### config.mk
export PLATFORM = sky130hd
export DESIGN_NAME = vpf_ctrl
export DESIGN_NICKNAME = d
export VERILOG_FILES = /design/src/logic/vpf_pkg.sv /design/src/logic/vpf_pwm.sv /design/src/logic/vpf_filt.sv /design/src/logic/vpf_ctrl.sv
export SDC_FILE = /design/constraint.sdc
export NUM_CORES = 1
export LEC_CHECK = 0
export BUFFER_PORTS_ARGS = -buffer_cell sky130_fd_sc_hd__buf_2
export CAP_MARGIN = 20
export CELL_PAD_IN_SITES_DETAIL_PLACEMENT = 2
export CELL_PAD_IN_SITES_GLOBAL_PLACEMENT = 2
export CORE_UTILIZATION = 43
export CTS_BUF_LIST = sky130_fd_sc_hd__clkbuf_4 sky130_fd_sc_hd__clkbuf_8 sky130_fd_sc_hd__clkbuf_16
export DETAILED_ROUTE_END_ITERATION = 16
export PLACE_DENSITY = 0.95
export SLEW_MARGIN = 0
export SYNTH_ARGS = -nofsm -noshare
export SYNTH_HDL_FRONTEND = slang
export SYNTH_HIERARCHICAL = 1
export SYNTH_SLANG_ARGS = --single-unit
### constraint.sdc
create_clock -name ref_clk_i -period 13.1 [get_ports ref_clk_i]
set_clock_uncertainty 0.15 [all_clocks]
set_input_delay 0.655 -clock ref_clk_i [delete_from_list [all_inputs] [get_ports ref_clk_i]]
set_output_delay 0.655 -clock ref_clk_i [all_outputs]
set_load 0.01 [all_outputs]
### src/logic/vpf_pkg.sv
// Summary of operation
// - each solenoid channel runs either current regulation or open-loop PWM
// - solenoid PWM frequency is software settable between 3.0 kHz and 5.0 kHz
// - regulated mode holds a 10-bit current target per channel
// - PWM mode holds an 8-bit duty cycle per channel
// - pump PWM up to 16 kHz comes from serial command or drive pin
// - pump drain-source overcurrent turns pump gate off and sets its flag
// - overtemperature while pump is on turns gate off and sets its flag
// - pump flags clear by write-one; restart needs clear then drive re-assert
// - solenoid overcurrent while on switches off only that channel and flags it
// - solenoid overcurrent flags clear by write-one; restart needs clear then new setpoint
// - drain state readable on or off, updates only after filter time
// - regulated current outside tolerance raises a regulation error flag
`default_nettype none
package vpf_pkg;
    // ------------------------------------------------------------------
    // clock and timing
    // ------------------------------------------------------------------
    localparam int CLK_HZ       = 250_000_000;
    localparam int NCH          = 4;
    localparam int PWM_STEPS    = 256;
    localparam int SOL_FMIN_HZ  = 3000;
    localparam int SOL_FMAX_HZ  = 5000;
    localparam int PUMP_FMAX_HZ = 16000;
    localparam int DIV_W        = 9;
    // prescaler counts: the fastest rate rounds up so the limit is never passed
    localparam logic [DIV_W-1:0] SOL_DIV_MIN =
        DIV_W'((CLK_HZ + SOL_FMAX_HZ * PWM_STEPS - 1) / (SOL_FMAX_HZ * PWM_STEPS));
    localparam logic [DIV_W-1:0] SOL_DIV_MAX = DIV_W'(CLK_HZ / (SOL_FMIN_HZ * PWM_STEPS));
    localparam logic [DIV_W-1:0] PUMP_DIV    =
        DIV_W'((CLK_HZ + PUMP_FMAX_HZ * PWM_STEPS - 1) / (PUMP_FMAX_HZ * PWM_STEPS));
    // drain state filter time, rounded up
    localparam int DSF_TIME_NS  = 10000;
    localparam int DSF_W        = 12;
    localparam logic [DSF_W-1:0] DSF_CYC =
        DSF_W'((DSF_TIME_NS * (CLK_HZ / 1_000_000) + 999) / 1000);
    // regulation tolerance about 2 percent: target * 5 / 256
    localparam logic [12:0] TOL_NUM   = 13'h0005;
    localparam int          TOL_SHIFT = 8;
    // ------------------------------------------------------------------
    // register map
    // ------------------------------------------------------------------
    localparam int AW = 8;
    localparam logic [AW-1:0] OFF_CTRL     = 8'h00;
    localparam logic [AW-1:0] OFF_SOLDIV   = 8'h04;
    localparam logic [AW-1:0] OFF_PUMP     = 8'h08;
    localparam logic [AW-1:0] OFF_SETPT0   = 8'h10;
    localparam logic [AW-1:0] OFF_STATUS   = 8'h20;
    localparam logic [AW-1:0] OFF_CLEAR    = 8'h24;
    localparam logic [AW-1:0] OFF_IRQ_STAT = 8'h28;
    localparam logic [AW-1:0] OFF_IRQ_MASK = 8'h2C;
    // fields
    localparam int CTRL_W        = 6;
    localparam int CTRL_PUMP_SER = 4;
    localparam int CTRL_PUMP_ON  = 5;
    localparam int CLR_SOL       = 0;
    localparam int CLR_PUMP      = 1;
    localparam int SP_W          = 10;
    localparam int DUTY_W        = 8;
    localparam int ST_OC_LSB     = 0;
    localparam int ST_OL_LSB     = 4;
    localparam int ST_DS_LSB     = 8;
    localparam int ST_CRE_LSB    = 12;
    localparam int ST_PUMP_OC    = 16;
    localparam int ST_PUMP_OT    = 17;
    localparam int IRQ_W         = 8;
    // reset values
    localparam logic [CTRL_W-1:0] CTRL_RST  = 6'h00;
    localparam logic [SP_W-1:0]   SETPT_RST = 10'h000;
    localparam logic [DUTY_W-1:0] PUMP_RST  = 8'h00;
    localparam logic [IRQ_W-1:0]  IRQ_RST   = 8'h00;
endpackage : vpf_pkg
`default_nettype wire

### src/logic/vpf_pwm.sv
`timescale 1ns/100ps
`default_nettype none
module vpf_pwm
(
    // clock and reset
    input  wire logic                      ref_clk_i,
    input  wire logic                      rst_i,
    // prescaler count and duty
    input  wire logic [vpf_pkg::DIV_W-1:0] div_i,
    input  wire logic [7:0]                duty_i,
    // outputs
    output logic                           pwm_o,
    output logic                           wrap_o
);
    import vpf_pkg::*;

    logic [DIV_W-1:0] pre_r;
    logic [7:0]       cnt_r;
    logic             pwm_r;

    // greater-or-equal so a shrinking divisor never strands the prescaler
    wire [DIV_W-1:0] div_m1 = div_i - DIV_W'(1);
    wire             tick   = (pre_r >= div_m1);
    assign wrap_o = tick && (cnt_r == 8'hFF);
    assign pwm_o  = pwm_r;

    // prescaler and 256-step period counter
    always_ff @(posedge ref_clk_i or posedge rst_i)
    begin
        if (rst_i)
        begin
            pre_r <= '0;
            cnt_r <= 8'h00;
            pwm_r <= 1'b0;
        end
        else
        begin
            pre_r <= tick ? '0 : pre_r + DIV_W'(1);
            if (tick)
                cnt_r <= cnt_r + 8'h01;
            pwm_r <= (cnt_r < duty_i);
        end
    end
endmodule // vpf_pwm
`default_nettype wire

### src/logic/vpf_filt.sv
`timescale 1ns/100ps
`default_nettype none
module vpf_filt
(
    // clock and reset
    input  wire logic ref_clk_i,
    input  wire logic rst_i,
    // synchronised level in, filtered level out
    input  wire logic in_i,
    output logic      out_o
);
    import vpf_pkg::*;

    logic [DSF_W-1:0] cnt_r;
    logic             out_r;
    assign out_o = out_r;

    // an edge is taken only once the input held its new level for the full time
    always_ff @(posedge ref_clk_i or posedge rst_i)
    begin
        if (rst_i)
        begin
            cnt_r <= '0;
            out_r <= 1'b0;
        end
        else if (in_i == out_r)
            cnt_r <= '0;
        else if (cnt_r == DSF_CYC - DSF_W'(1))
        begin
            out_r <= in_i;
            cnt_r <= '0;
        end
        else
            cnt_r <= cnt_r + DSF_W'(1);
    end
endmodule // vpf_filt
`default_nettype wire

### src/logic/vpf_ctrl.sv
// Implementation choices: the APB register port and the register offsets.
`timescale 1ns/100ps
`default_nettype none
module vpf_ctrl
(
    // clock and reset
    input  wire logic                                       ref_clk_i,
    input  wire logic                                       rst_i,
    // apb slave
    input  wire logic [vpf_pkg::AW-1:0]                     paddr_i,
    input  wire logic                                       psel_i,
    input  wire logic                                       penable_i,
    input  wire logic                                       pwrite_i,
    input  wire logic [31:0]                                pwdata_i,
    output logic [31:0]                                     prdata_o,
    output logic                                            pready_o,
    output logic                                            pslverr_o,
    output logic                                            irq_o,
    // solenoid channel pins
    input  wire logic [vpf_pkg::NCH-1:0]                    sol_overcurrent_i,
    input  wire logic [vpf_pkg::NCH-1:0]                    sol_open_load_i,
    input  wire logic [vpf_pkg::NCH-1:0]                    sol_drain_i,
    input  wire logic [vpf_pkg::NCH*vpf_pkg::SP_W-1:0]      sol_current_i,
    output logic [vpf_pkg::NCH-1:0]                         sol_gate_o,
    // pump pins
    input  wire logic                                       pump_drive_input_i,
    input  wire logic                                       pump_overcurrent_i,
    input  wire logic                                       pump_overtemp_i,
    output logic                                            pump_gate_output_o
);
    import vpf_pkg::*;

    // ------------------------------------------------------------------
    // pin synchronisers
    // ------------------------------------------------------------------
    localparam int SYW = 3 * NCH + 3;
    logic [SYW-1:0] sy1_r;
    logic [SYW-1:0] sy2_r;
    wire  [NCH-1:0] sol_oc_s = sy2_r[NCH-1:0];
    wire  [NCH-1:0] sol_ol_s = sy2_r[2*NCH-1:NCH];
    wire  [NCH-1:0] sol_ds_s = sy2_r[3*NCH-1:2*NCH];
    wire            pdi_s    = sy2_r[3*NCH];
    wire            pump_oc_s = sy2_r[3*NCH+1];
    wire            pump_ot_s = sy2_r[3*NCH+2];

    // two stages on every fault, drain and drive pin (not the current bus); only the second stage is read
    always_ff @(posedge ref_clk_i or posedge rst_i)
    begin
        if (rst_i)
        begin
            sy1_r <= '0;
            sy2_r <= '0;
        end
        else
        begin
            sy1_r <= {pump_overtemp_i, pump_overcurrent_i, pump_drive_input_i,
                      sol_drain_i, sol_open_load_i, sol_overcurrent_i};
            sy2_r <= sy1_r;
        end
    end

    // ------------------------------------------------------------------
    // apb decode
    // ------------------------------------------------------------------
    logic [CTRL_W-1:0] ctrl_r;
    logic [DIV_W-1:0]  sol_div_r;
    logic [DUTY_W-1:0] pump_duty_r;
    logic [SP_W-1:0]   setpt_r [NCH];
    logic [NCH-1:0]    sol_oc_r, sol_ol_r, sol_cre_r, sol_en_r, sol_gate_r;
    logic              pump_oc_r, pump_ot_r, pump_arm_r, pump_gate_r, pdi_d_r;
    logic [IRQ_W-1:0]  irq_stat_r, irq_mask_r;
    logic              irq_r;
    logic [31:0]       prdata_r;
    wire  [NCH-1:0]    sol_ds;

    wire setup_ph  = psel_i && !penable_i;
    wire access_ph = psel_i && penable_i;
    wire wr        = access_ph && pwrite_i;
    wire rd        = access_ph && !pwrite_i;
    wire hit_ctrl  = (paddr_i == OFF_CTRL);
    wire hit_div   = (paddr_i == OFF_SOLDIV);
    wire hit_pump  = (paddr_i == OFF_PUMP);
    wire hit_st    = (paddr_i == OFF_STATUS);
    wire hit_clr   = (paddr_i == OFF_CLEAR);
    wire hit_ist   = (paddr_i == OFF_IRQ_STAT);
    wire hit_imsk  = (paddr_i == OFF_IRQ_MASK);
    wire hit_sp    = (paddr_i[AW-1:4] == OFF_SETPT0[AW-1:4]) && (paddr_i[1:0] == 2'b00);
    wire [1:0] sp_idx = paddr_i[3:2];
    wire mapped    = hit_ctrl | hit_div | hit_pump | hit_st | hit_clr | hit_ist
                   | hit_imsk | hit_sp;
    // zero wait states; unmapped addresses answer with an error
    assign pready_o  = 1'b1;
    assign pslverr_o = access_ph && !mapped;
    assign prdata_o  = prdata_r;

    // status word layout follows the field positions of the map
    wire [31:0] status_w = {14'h0000, pump_ot_r, pump_oc_r, sol_cre_r, sol_ds, sol_ol_r, sol_oc_r};
    wire [31:0] rd_mux =
        hit_ctrl ? {26'h0, ctrl_r} :
        hit_div  ? {23'h0, sol_div_r} :
        hit_pump ? {24'h0, pump_duty_r} :
        hit_sp   ? {22'h0, setpt_r[sp_idx]} :
        hit_st   ? status_w :
        hit_ist  ? {24'h0, irq_stat_r} :
        hit_imsk ? {24'h0, irq_mask_r} : 32'h0000_0000;

    // read data is captured in the setup phase, so clear-on-read drops only
    // the bits that were actually returned, never one that arrived later
    wire st_rd = rd && hit_st;
    wire [NCH-1:0] ol_rd_clr  = st_rd ? prdata_r[ST_OL_LSB +: NCH] : '0;
    wire [NCH-1:0] cre_rd_clr = st_rd ? prdata_r[ST_CRE_LSB +: NCH] : '0;
    wire sol_clr  = wr && hit_clr && pwdata_i[CLR_SOL];
    wire pump_clr = wr && hit_clr && pwdata_i[CLR_PUMP];

    // divisor writes are clamped into the legal frequency band
    wire [15:0] wd = pwdata_i[15:0];
    wire [DIV_W-1:0] div_wval =
        (wd < {7'h00, SOL_DIV_MIN}) ? SOL_DIV_MIN :
        (wd > {7'h00, SOL_DIV_MAX}) ? SOL_DIV_MAX : wd[DIV_W-1:0];

    // ------------------------------------------------------------------
    // configuration registers
    // ------------------------------------------------------------------
    always_ff @(posedge ref_clk_i or posedge rst_i)
    begin
        if (rst_i)
        begin
            ctrl_r      <= CTRL_RST;
            sol_div_r   <= SOL_DIV_MAX;
            pump_duty_r <= PUMP_RST;
            irq_mask_r  <= IRQ_RST;
            prdata_r    <= 32'h0000_0000;
        end
        else
        begin
            if (wr && hit_ctrl)
                ctrl_r <= pwdata_i[CTRL_W-1:0];
            if (wr && hit_div)
                sol_div_r <= div_wval;
            if (wr && hit_pump)
                pump_duty_r <= pwdata_i[DUTY_W-1:0];
            if (wr && hit_imsk)
                irq_mask_r <= pwdata_i[IRQ_W-1:0];
            if (setup_ph && !pwrite_i)
                prdata_r <= rd_mux;
        end
    end

    // setpoints: 10-bit target, low 8 bits double as duty in pwm mode
    always_ff @(posedge ref_clk_i or posedge rst_i)
    begin
        if (rst_i)
            setpt_r <= '{default: SETPT_RST};
        else if (wr && hit_sp)
            setpt_r[sp_idx] <= pwdata_i[SP_W-1:0];
    end

    // ------------------------------------------------------------------
    // solenoid channels
    // ------------------------------------------------------------------
    logic [NCH-1:0] sp_wr, oc_set, ol_set, cre_set, oc_nxt, en_nxt, gate_nxt;
    logic [NCH-1:0] ol_nxt, cre_nxt;

    generate
        for (genvar i = 0; i < NCH; i++)
        begin : g_ch
            wire            reg_mode = ctrl_r[i];
            wire [SP_W-1:0] target   = setpt_r[i];
            wire [SP_W-1:0] meas     = sol_current_i[i*SP_W +: SP_W];
            wire            pwm, wrap;
            wire [12:0]     prod     = {3'b000, target} * TOL_NUM;
            wire [SP_W-1:0] tol      = SP_W'(prod >> TOL_SHIFT);
            wire [SP_W-1:0] dev      = (meas > target) ? meas - target : target - meas;
            // regulation is hysteretic: on below target, off at or above it
            wire            raw      = reg_mode ? (meas < target) : pwm;

            vpf_pwm u_pwm (
                .ref_clk_i (ref_clk_i),
                .rst_i     (rst_i),
                .div_i     (sol_div_r),
                .duty_i    (target[DUTY_W-1:0]),
                .pwm_o     (pwm),
                .wrap_o    (wrap)
            );

            vpf_filt u_filt (
                .ref_clk_i (ref_clk_i),
                .rst_i     (rst_i),
                .in_i      (sol_ds_s[i]),
                .out_o     (sol_ds[i])
            );

            assign sp_wr[i]  = wr && hit_sp && (sp_idx == 2'(i));
            assign oc_set[i] = sol_oc_s[i] && sol_gate_r[i];
            assign oc_nxt[i] = oc_set[i] || (sol_oc_r[i] && !sol_clr);
            // a new setpoint re-arms only once the flag is already gone
            assign en_nxt[i] = oc_set[i] ? 1'b0 :
                               (sp_wr[i] && !sol_oc_r[i]) ? 1'b1 : sol_en_r[i];
            assign gate_nxt[i] = en_nxt[i] && !oc_nxt[i] && raw;
            assign ol_set[i] = sol_ol_s[i] && !sol_gate_r[i];
            assign ol_nxt[i] = ol_set[i] || (sol_ol_r[i] && !ol_rd_clr[i]);
            // judged once per pwm period so switching ripple is not flagged
            assign cre_set[i] = wrap && reg_mode && sol_en_r[i] && (target != '0)
                              && (dev > tol);
            assign cre_nxt[i] = cre_set[i] || (sol_cre_r[i] && !cre_rd_clr[i]);
        end
    endgenerate

    // flag and gate state for all channels
    always_ff @(posedge ref_clk_i or posedge rst_i)
    begin
        if (rst_i)
        begin
            sol_oc_r   <= '0;
            sol_ol_r   <= '0;
            sol_cre_r  <= '0;
            sol_en_r   <= '1;
            sol_gate_r <= '0;
        end
        else
        begin
            sol_oc_r   <= oc_nxt;
            sol_ol_r   <= ol_nxt;
            sol_cre_r  <= cre_nxt;
            sol_en_r   <= en_nxt;
            sol_gate_r <= gate_nxt;
        end
    end
    assign sol_gate_o = sol_gate_r;

    // ------------------------------------------------------------------
    // pump pre-driver
    // ------------------------------------------------------------------
    wire pump_pwm;
    wire pdi_rise     = pdi_s && !pdi_d_r;
    wire pump_cmd_wr  = wr && hit_ctrl && pwdata_i[CTRL_PUMP_ON];
    wire pump_rearm   = pdi_rise || pump_cmd_wr;
    wire pump_raw     = ctrl_r[CTRL_PUMP_SER] ? (ctrl_r[CTRL_PUMP_ON] && pump_pwm)
                                              : pdi_s;
    wire pump_oc_set  = pump_oc_s && pump_gate_r;
    wire pump_ot_set  = pump_ot_s && pump_gate_r;
    wire pump_oc_nxt  = pump_oc_set || (pump_oc_r && !pump_clr);
    wire pump_ot_nxt  = pump_ot_set || (pump_ot_r && !pump_clr);
    wire pump_arm_nxt = (pump_oc_set || pump_ot_set) ? 1'b0 :
                        (!pump_oc_r && !pump_ot_r && pump_rearm) ? 1'b1 : pump_arm_r;
    wire pump_gate_nxt = pump_arm_nxt && !pump_oc_nxt && !pump_ot_nxt && pump_raw;

    vpf_pwm u_pump_pwm (
        .ref_clk_i (ref_clk_i),
        .rst_i     (rst_i),
        .div_i     (PUMP_DIV),
        .duty_i    (pump_duty_r),
        .pwm_o     (pump_pwm),
        .wrap_o    ()
    );

    // pump fault and gate state
    always_ff @(posedge ref_clk_i or posedge rst_i)
    begin
        if (rst_i)
        begin
            pump_oc_r   <= 1'b0;
            pump_ot_r   <= 1'b0;
            pump_arm_r  <= 1'b1;
            pump_gate_r <= 1'b0;
            pdi_d_r     <= 1'b0;
        end
        else
        begin
            pump_oc_r   <= pump_oc_nxt;
            pump_ot_r   <= pump_ot_nxt;
            pump_arm_r  <= pump_arm_nxt;
            pump_gate_r <= pump_gate_nxt;
            pdi_d_r     <= pdi_s;
        end
    end
    assign pump_gate_output_o = pump_gate_r;

    // ------------------------------------------------------------------
    // interrupts
    // ------------------------------------------------------------------
    wire [IRQ_W-1:0] irq_ev  = {|cre_set, |ol_set, pump_ot_set, pump_oc_set, oc_set};
    wire [IRQ_W-1:0] irq_w1c = (wr && hit_ist) ? pwdata_i[IRQ_W-1:0] : '0;

    // a new event in the clearing cycle stays set
    always_ff @(posedge ref_clk_i or posedge rst_i)
    begin
        if (rst_i)
        begin
            irq_stat_r <= IRQ_RST;
            irq_r      <= 1'b0;
        end
        else
        begin
            irq_stat_r <= irq_ev | (irq_stat_r & ~irq_w1c);
            irq_r      <= |(irq_stat_r & irq_mask_r);
        end
    end
    assign irq_o = irq_r;
endmodule // vpf_ctrl
`default_nettype wire

==> flow_summary.json <==
{
  "hpwl_um": 63400,
  "fmaxAchievable_mhz": 163,
  "initial_utilization_pct": 43.5,
  "cts-resized-gates": 0,
  "worstReg2RegEnd": "irq_stat_r[7]$_DFF_PP0_",
  "worstPathRequired_ps": 13320,
  "via_per_inst": 6.79,
  "critPathBufInv": 1,
  "drv_slew": 0,
  "critPathLaunchType": "flop",
  "core_mm2": 0.0488,
  "dr.pass1.iters": 6,
  "wl_um": 106000,
  "pwr-share-comb_pct": 19.4,
  "htreeDepth": 2,
  "grt_max_degree": 83,
  "p_int_mw": 1.75,
  "final_area_mm2": 0.0236,
  "startpoint": "g_ch[2].target[1]$_DFFE_PP0P_",
  "vias": 20764,
  "hold_path_class": "input pin to flop",
  "setup-violations-final": 0,
  "period_needed_ps": 6120,
  "vdd_drop_max_mv": 0.0775,
  "drv_cap": 0,
  "grt_first_pass_wirelength_um": 152000,
  "final_cell_mix": "dfrtp_1 (286), ha_1 (255), inv_1 (193), nor2_1 (176), nand2_1 (175)",
  "path_clk_slew_ps": 70,
  "synthToLayoutAreaGrowth_pct": 11.0,
  "grt_pass1_vias": 22933,
  "syn_area_per_cell_um2": 9.46,
  "clk_latency_ps": 590,
  "grtUsageTotal_pct": 40.2,
  "post_cts_buffers": 0,
  "p_sw_mw": 0.878,
  "rsz0062_at_grt": "false",
  "fin_crit_sh_pct": 46.7,
  "antenna_found_initial": 13,
  "cts_hold_buf": 0,
  "whs_ps": 40.0,
  "nNetsFinal": 2719,
  "worstSetupEndpointType": "flop",
  "crit_slowest_cell": "a311oi_1",
  "clock_path_buffers": 3,
  "fin_cells": 3056,
  "rows": 81,
  "slew_headroom_pct": 25.1,
  "die_area_mm2": 0.0503,
  "final_common_cell": "dfrtp_1",
  "placedCellCount": 2980,
  "wl_per_cell_um": 34.7,
  "r2r_cells": 18,
  "cts_tree": "yes",
  "powerDensity_mw_per_mm2": 111,
  "numCtsBuffers": 35,
  "reg2reg_slack_ps": 6980,
  "reg2reg_from": "g_ch[2].target[1]$_DFFE_PP0P_",
  "io_buffer_count": 108,
  "slowest_delay_ps": 720,
  "ys_warn_count": 6,
  "cp_top_family": "compound AO/OA/AOI/OAI gates",
  "drc": 0,
  "numClockSinks": 295,
  "place.gp.congestion": 0.875,
  "holdPathStages": 1,
  "crit_path_cell_trace": "inv_1 -> fa_1 -> a21oi_1 -> o211ai_1 -> a311oi_1 -> nor2_1 -> nand3b_1 -> o21ai_0 -> xnor2_1 -> ha_1 -> o21ai_0 -> a21oi_1 -> o31ai_1 -> nand3_1 -> o41ai_1 -> a21oi_1 -> a21oi_1 -> nand4_1",
  "top_level_ports": 140,
  "hold_viol_final": 0,
  "holdPathEnd": "sy1_r[4]$_DFF_PP0_",
  "worstMarginPinSlew_ps": 1120,
  "crit_type": "flop to flop",
  "drive_gt1_share_pct": 13.7,
  "switching_share_pct": 33.4,
  "die_h_um": 224,
  "power_frac_clock_pct": 41.0,
  "pwr-share-seq_pct": 39.6,
  "critPathMaxFanout": 6,
  "finalSetupTns_ps": 0,
  "synth_area_mm2": 0.0212,
  "cp_common_cell": "a21oi_1",
  "gr-total-overflow": 0,
  "cts-root-buf": "clkbuf_16",
  "place_area_mm2": 0.0223,
  "synthCells": 2245,
  "drt-initial-drc-count": 1949,
  "antenna_left": 0,
  "outcome": "finished clean",
  "worstPathArrival_ps": 6340,
  "die_w_um": 224,
  "hold_start": "sol_open_load_i[0]",
  "cellLeakagePower_nw": 11.4
}
[routing by layer]
metal,wire length [um],GRT usage [%],up-vias
met3,8360,7.42,646
met2,50700,68.9,1358
met5,68,0,-
met4,8800,27.6,10
li1,-,-,8155
met1,38100,45.5,10595
[cell type report]
class	instances	area (um2)
timing repair buffer	116	626
tap	664	831
clock buffer	50	1060
antenna	10	25.0
multi-input combinational	1714	12800
fill	5153	25300
inverter	194	733
sequential	295	7390
clock inverter	13	121
[worst register-to-register path, cell delays in order, from the launching register on]
cell and delay, ps:
dfrtp_1 610, inv_1 250, fa_1 500, a21oi_1 310, o211ai_1 190, a311oi_1 720
nor2_1 310, nand3b_1 230, o21ai_0 140, xnor2_1 170, ha_1 340, o21ai_0 130
a21oi_1 100, o31ai_1 540, nand3_1 170, o41ai_1 460, a21oi_1 230, a21oi_1 220
nand4_1 160
[state kept, by name, indices dropped and copies added, names as in the netlist, 4 cells and up]
signal             count
g_ch.u_pwm/pre_r      36
ctrl_r                 6
irq_stat_r             8
g_ch.u_filt/cnt_r     48
sol_oc_r               4
g_ch.u_pwm/cnt_r      32
sol_en_r               4
pump_duty_r            8
g_ch.u_filt/out_o      4
sol_div_r              9
sy1_r                 15
g_ch.u_pwm/pwm_o       4
sol_gate_o             4
prdata_o              18
g_ch.target           40
u_pump_pwm/cnt_r       8
u_pump_pwm/pre_r       9
irq_mask_r             8
sol_cre_r              4
sy2_r                 15
sol_ol_r               4
[worst max-delay path by stage]
stage,end,cells past startpoint
finish,irq_stat_r[7]$_DFF_PP0_,18
global placement,irq_stat_r[7]$_DFF_PP0_,19
floorplan,ctrl_r[0]$_DFFE_PP0P_,1
CTS,irq_stat_r[7]$_DFF_PP0_,18
detailed placement,irq_stat_r[7]$_DFF_PP0_,19
global route,irq_stat_r[7]$_DFF_PP0_,18
[power groups by stage]
stage	Clock (mW)	Combinational (mW)	Sequential, mW
floorplan	0	0.297	1.02
global placement	0	0.380	1.03
detailed placement	0	0.443	1.04
CTS	1.07	0.481	1.03
global route	1.10	0.533	1.04
finish	1.08	0.509	1.04
[metrics by stage]
stage / util [%] / worst slack (ps) / power, mW
floorplan: - / 8190 / 1.31
global placement: 45.7 / 7640 / 1.41
detailed placement: 45.7 / 7300 / 1.49
CTS: 48.1 / 7340 / 2.58
global route: 48.3 / 6930 / 2.68
finish: 48.3 / 6980 / 2.63
(Power assumes the default switching activity.)
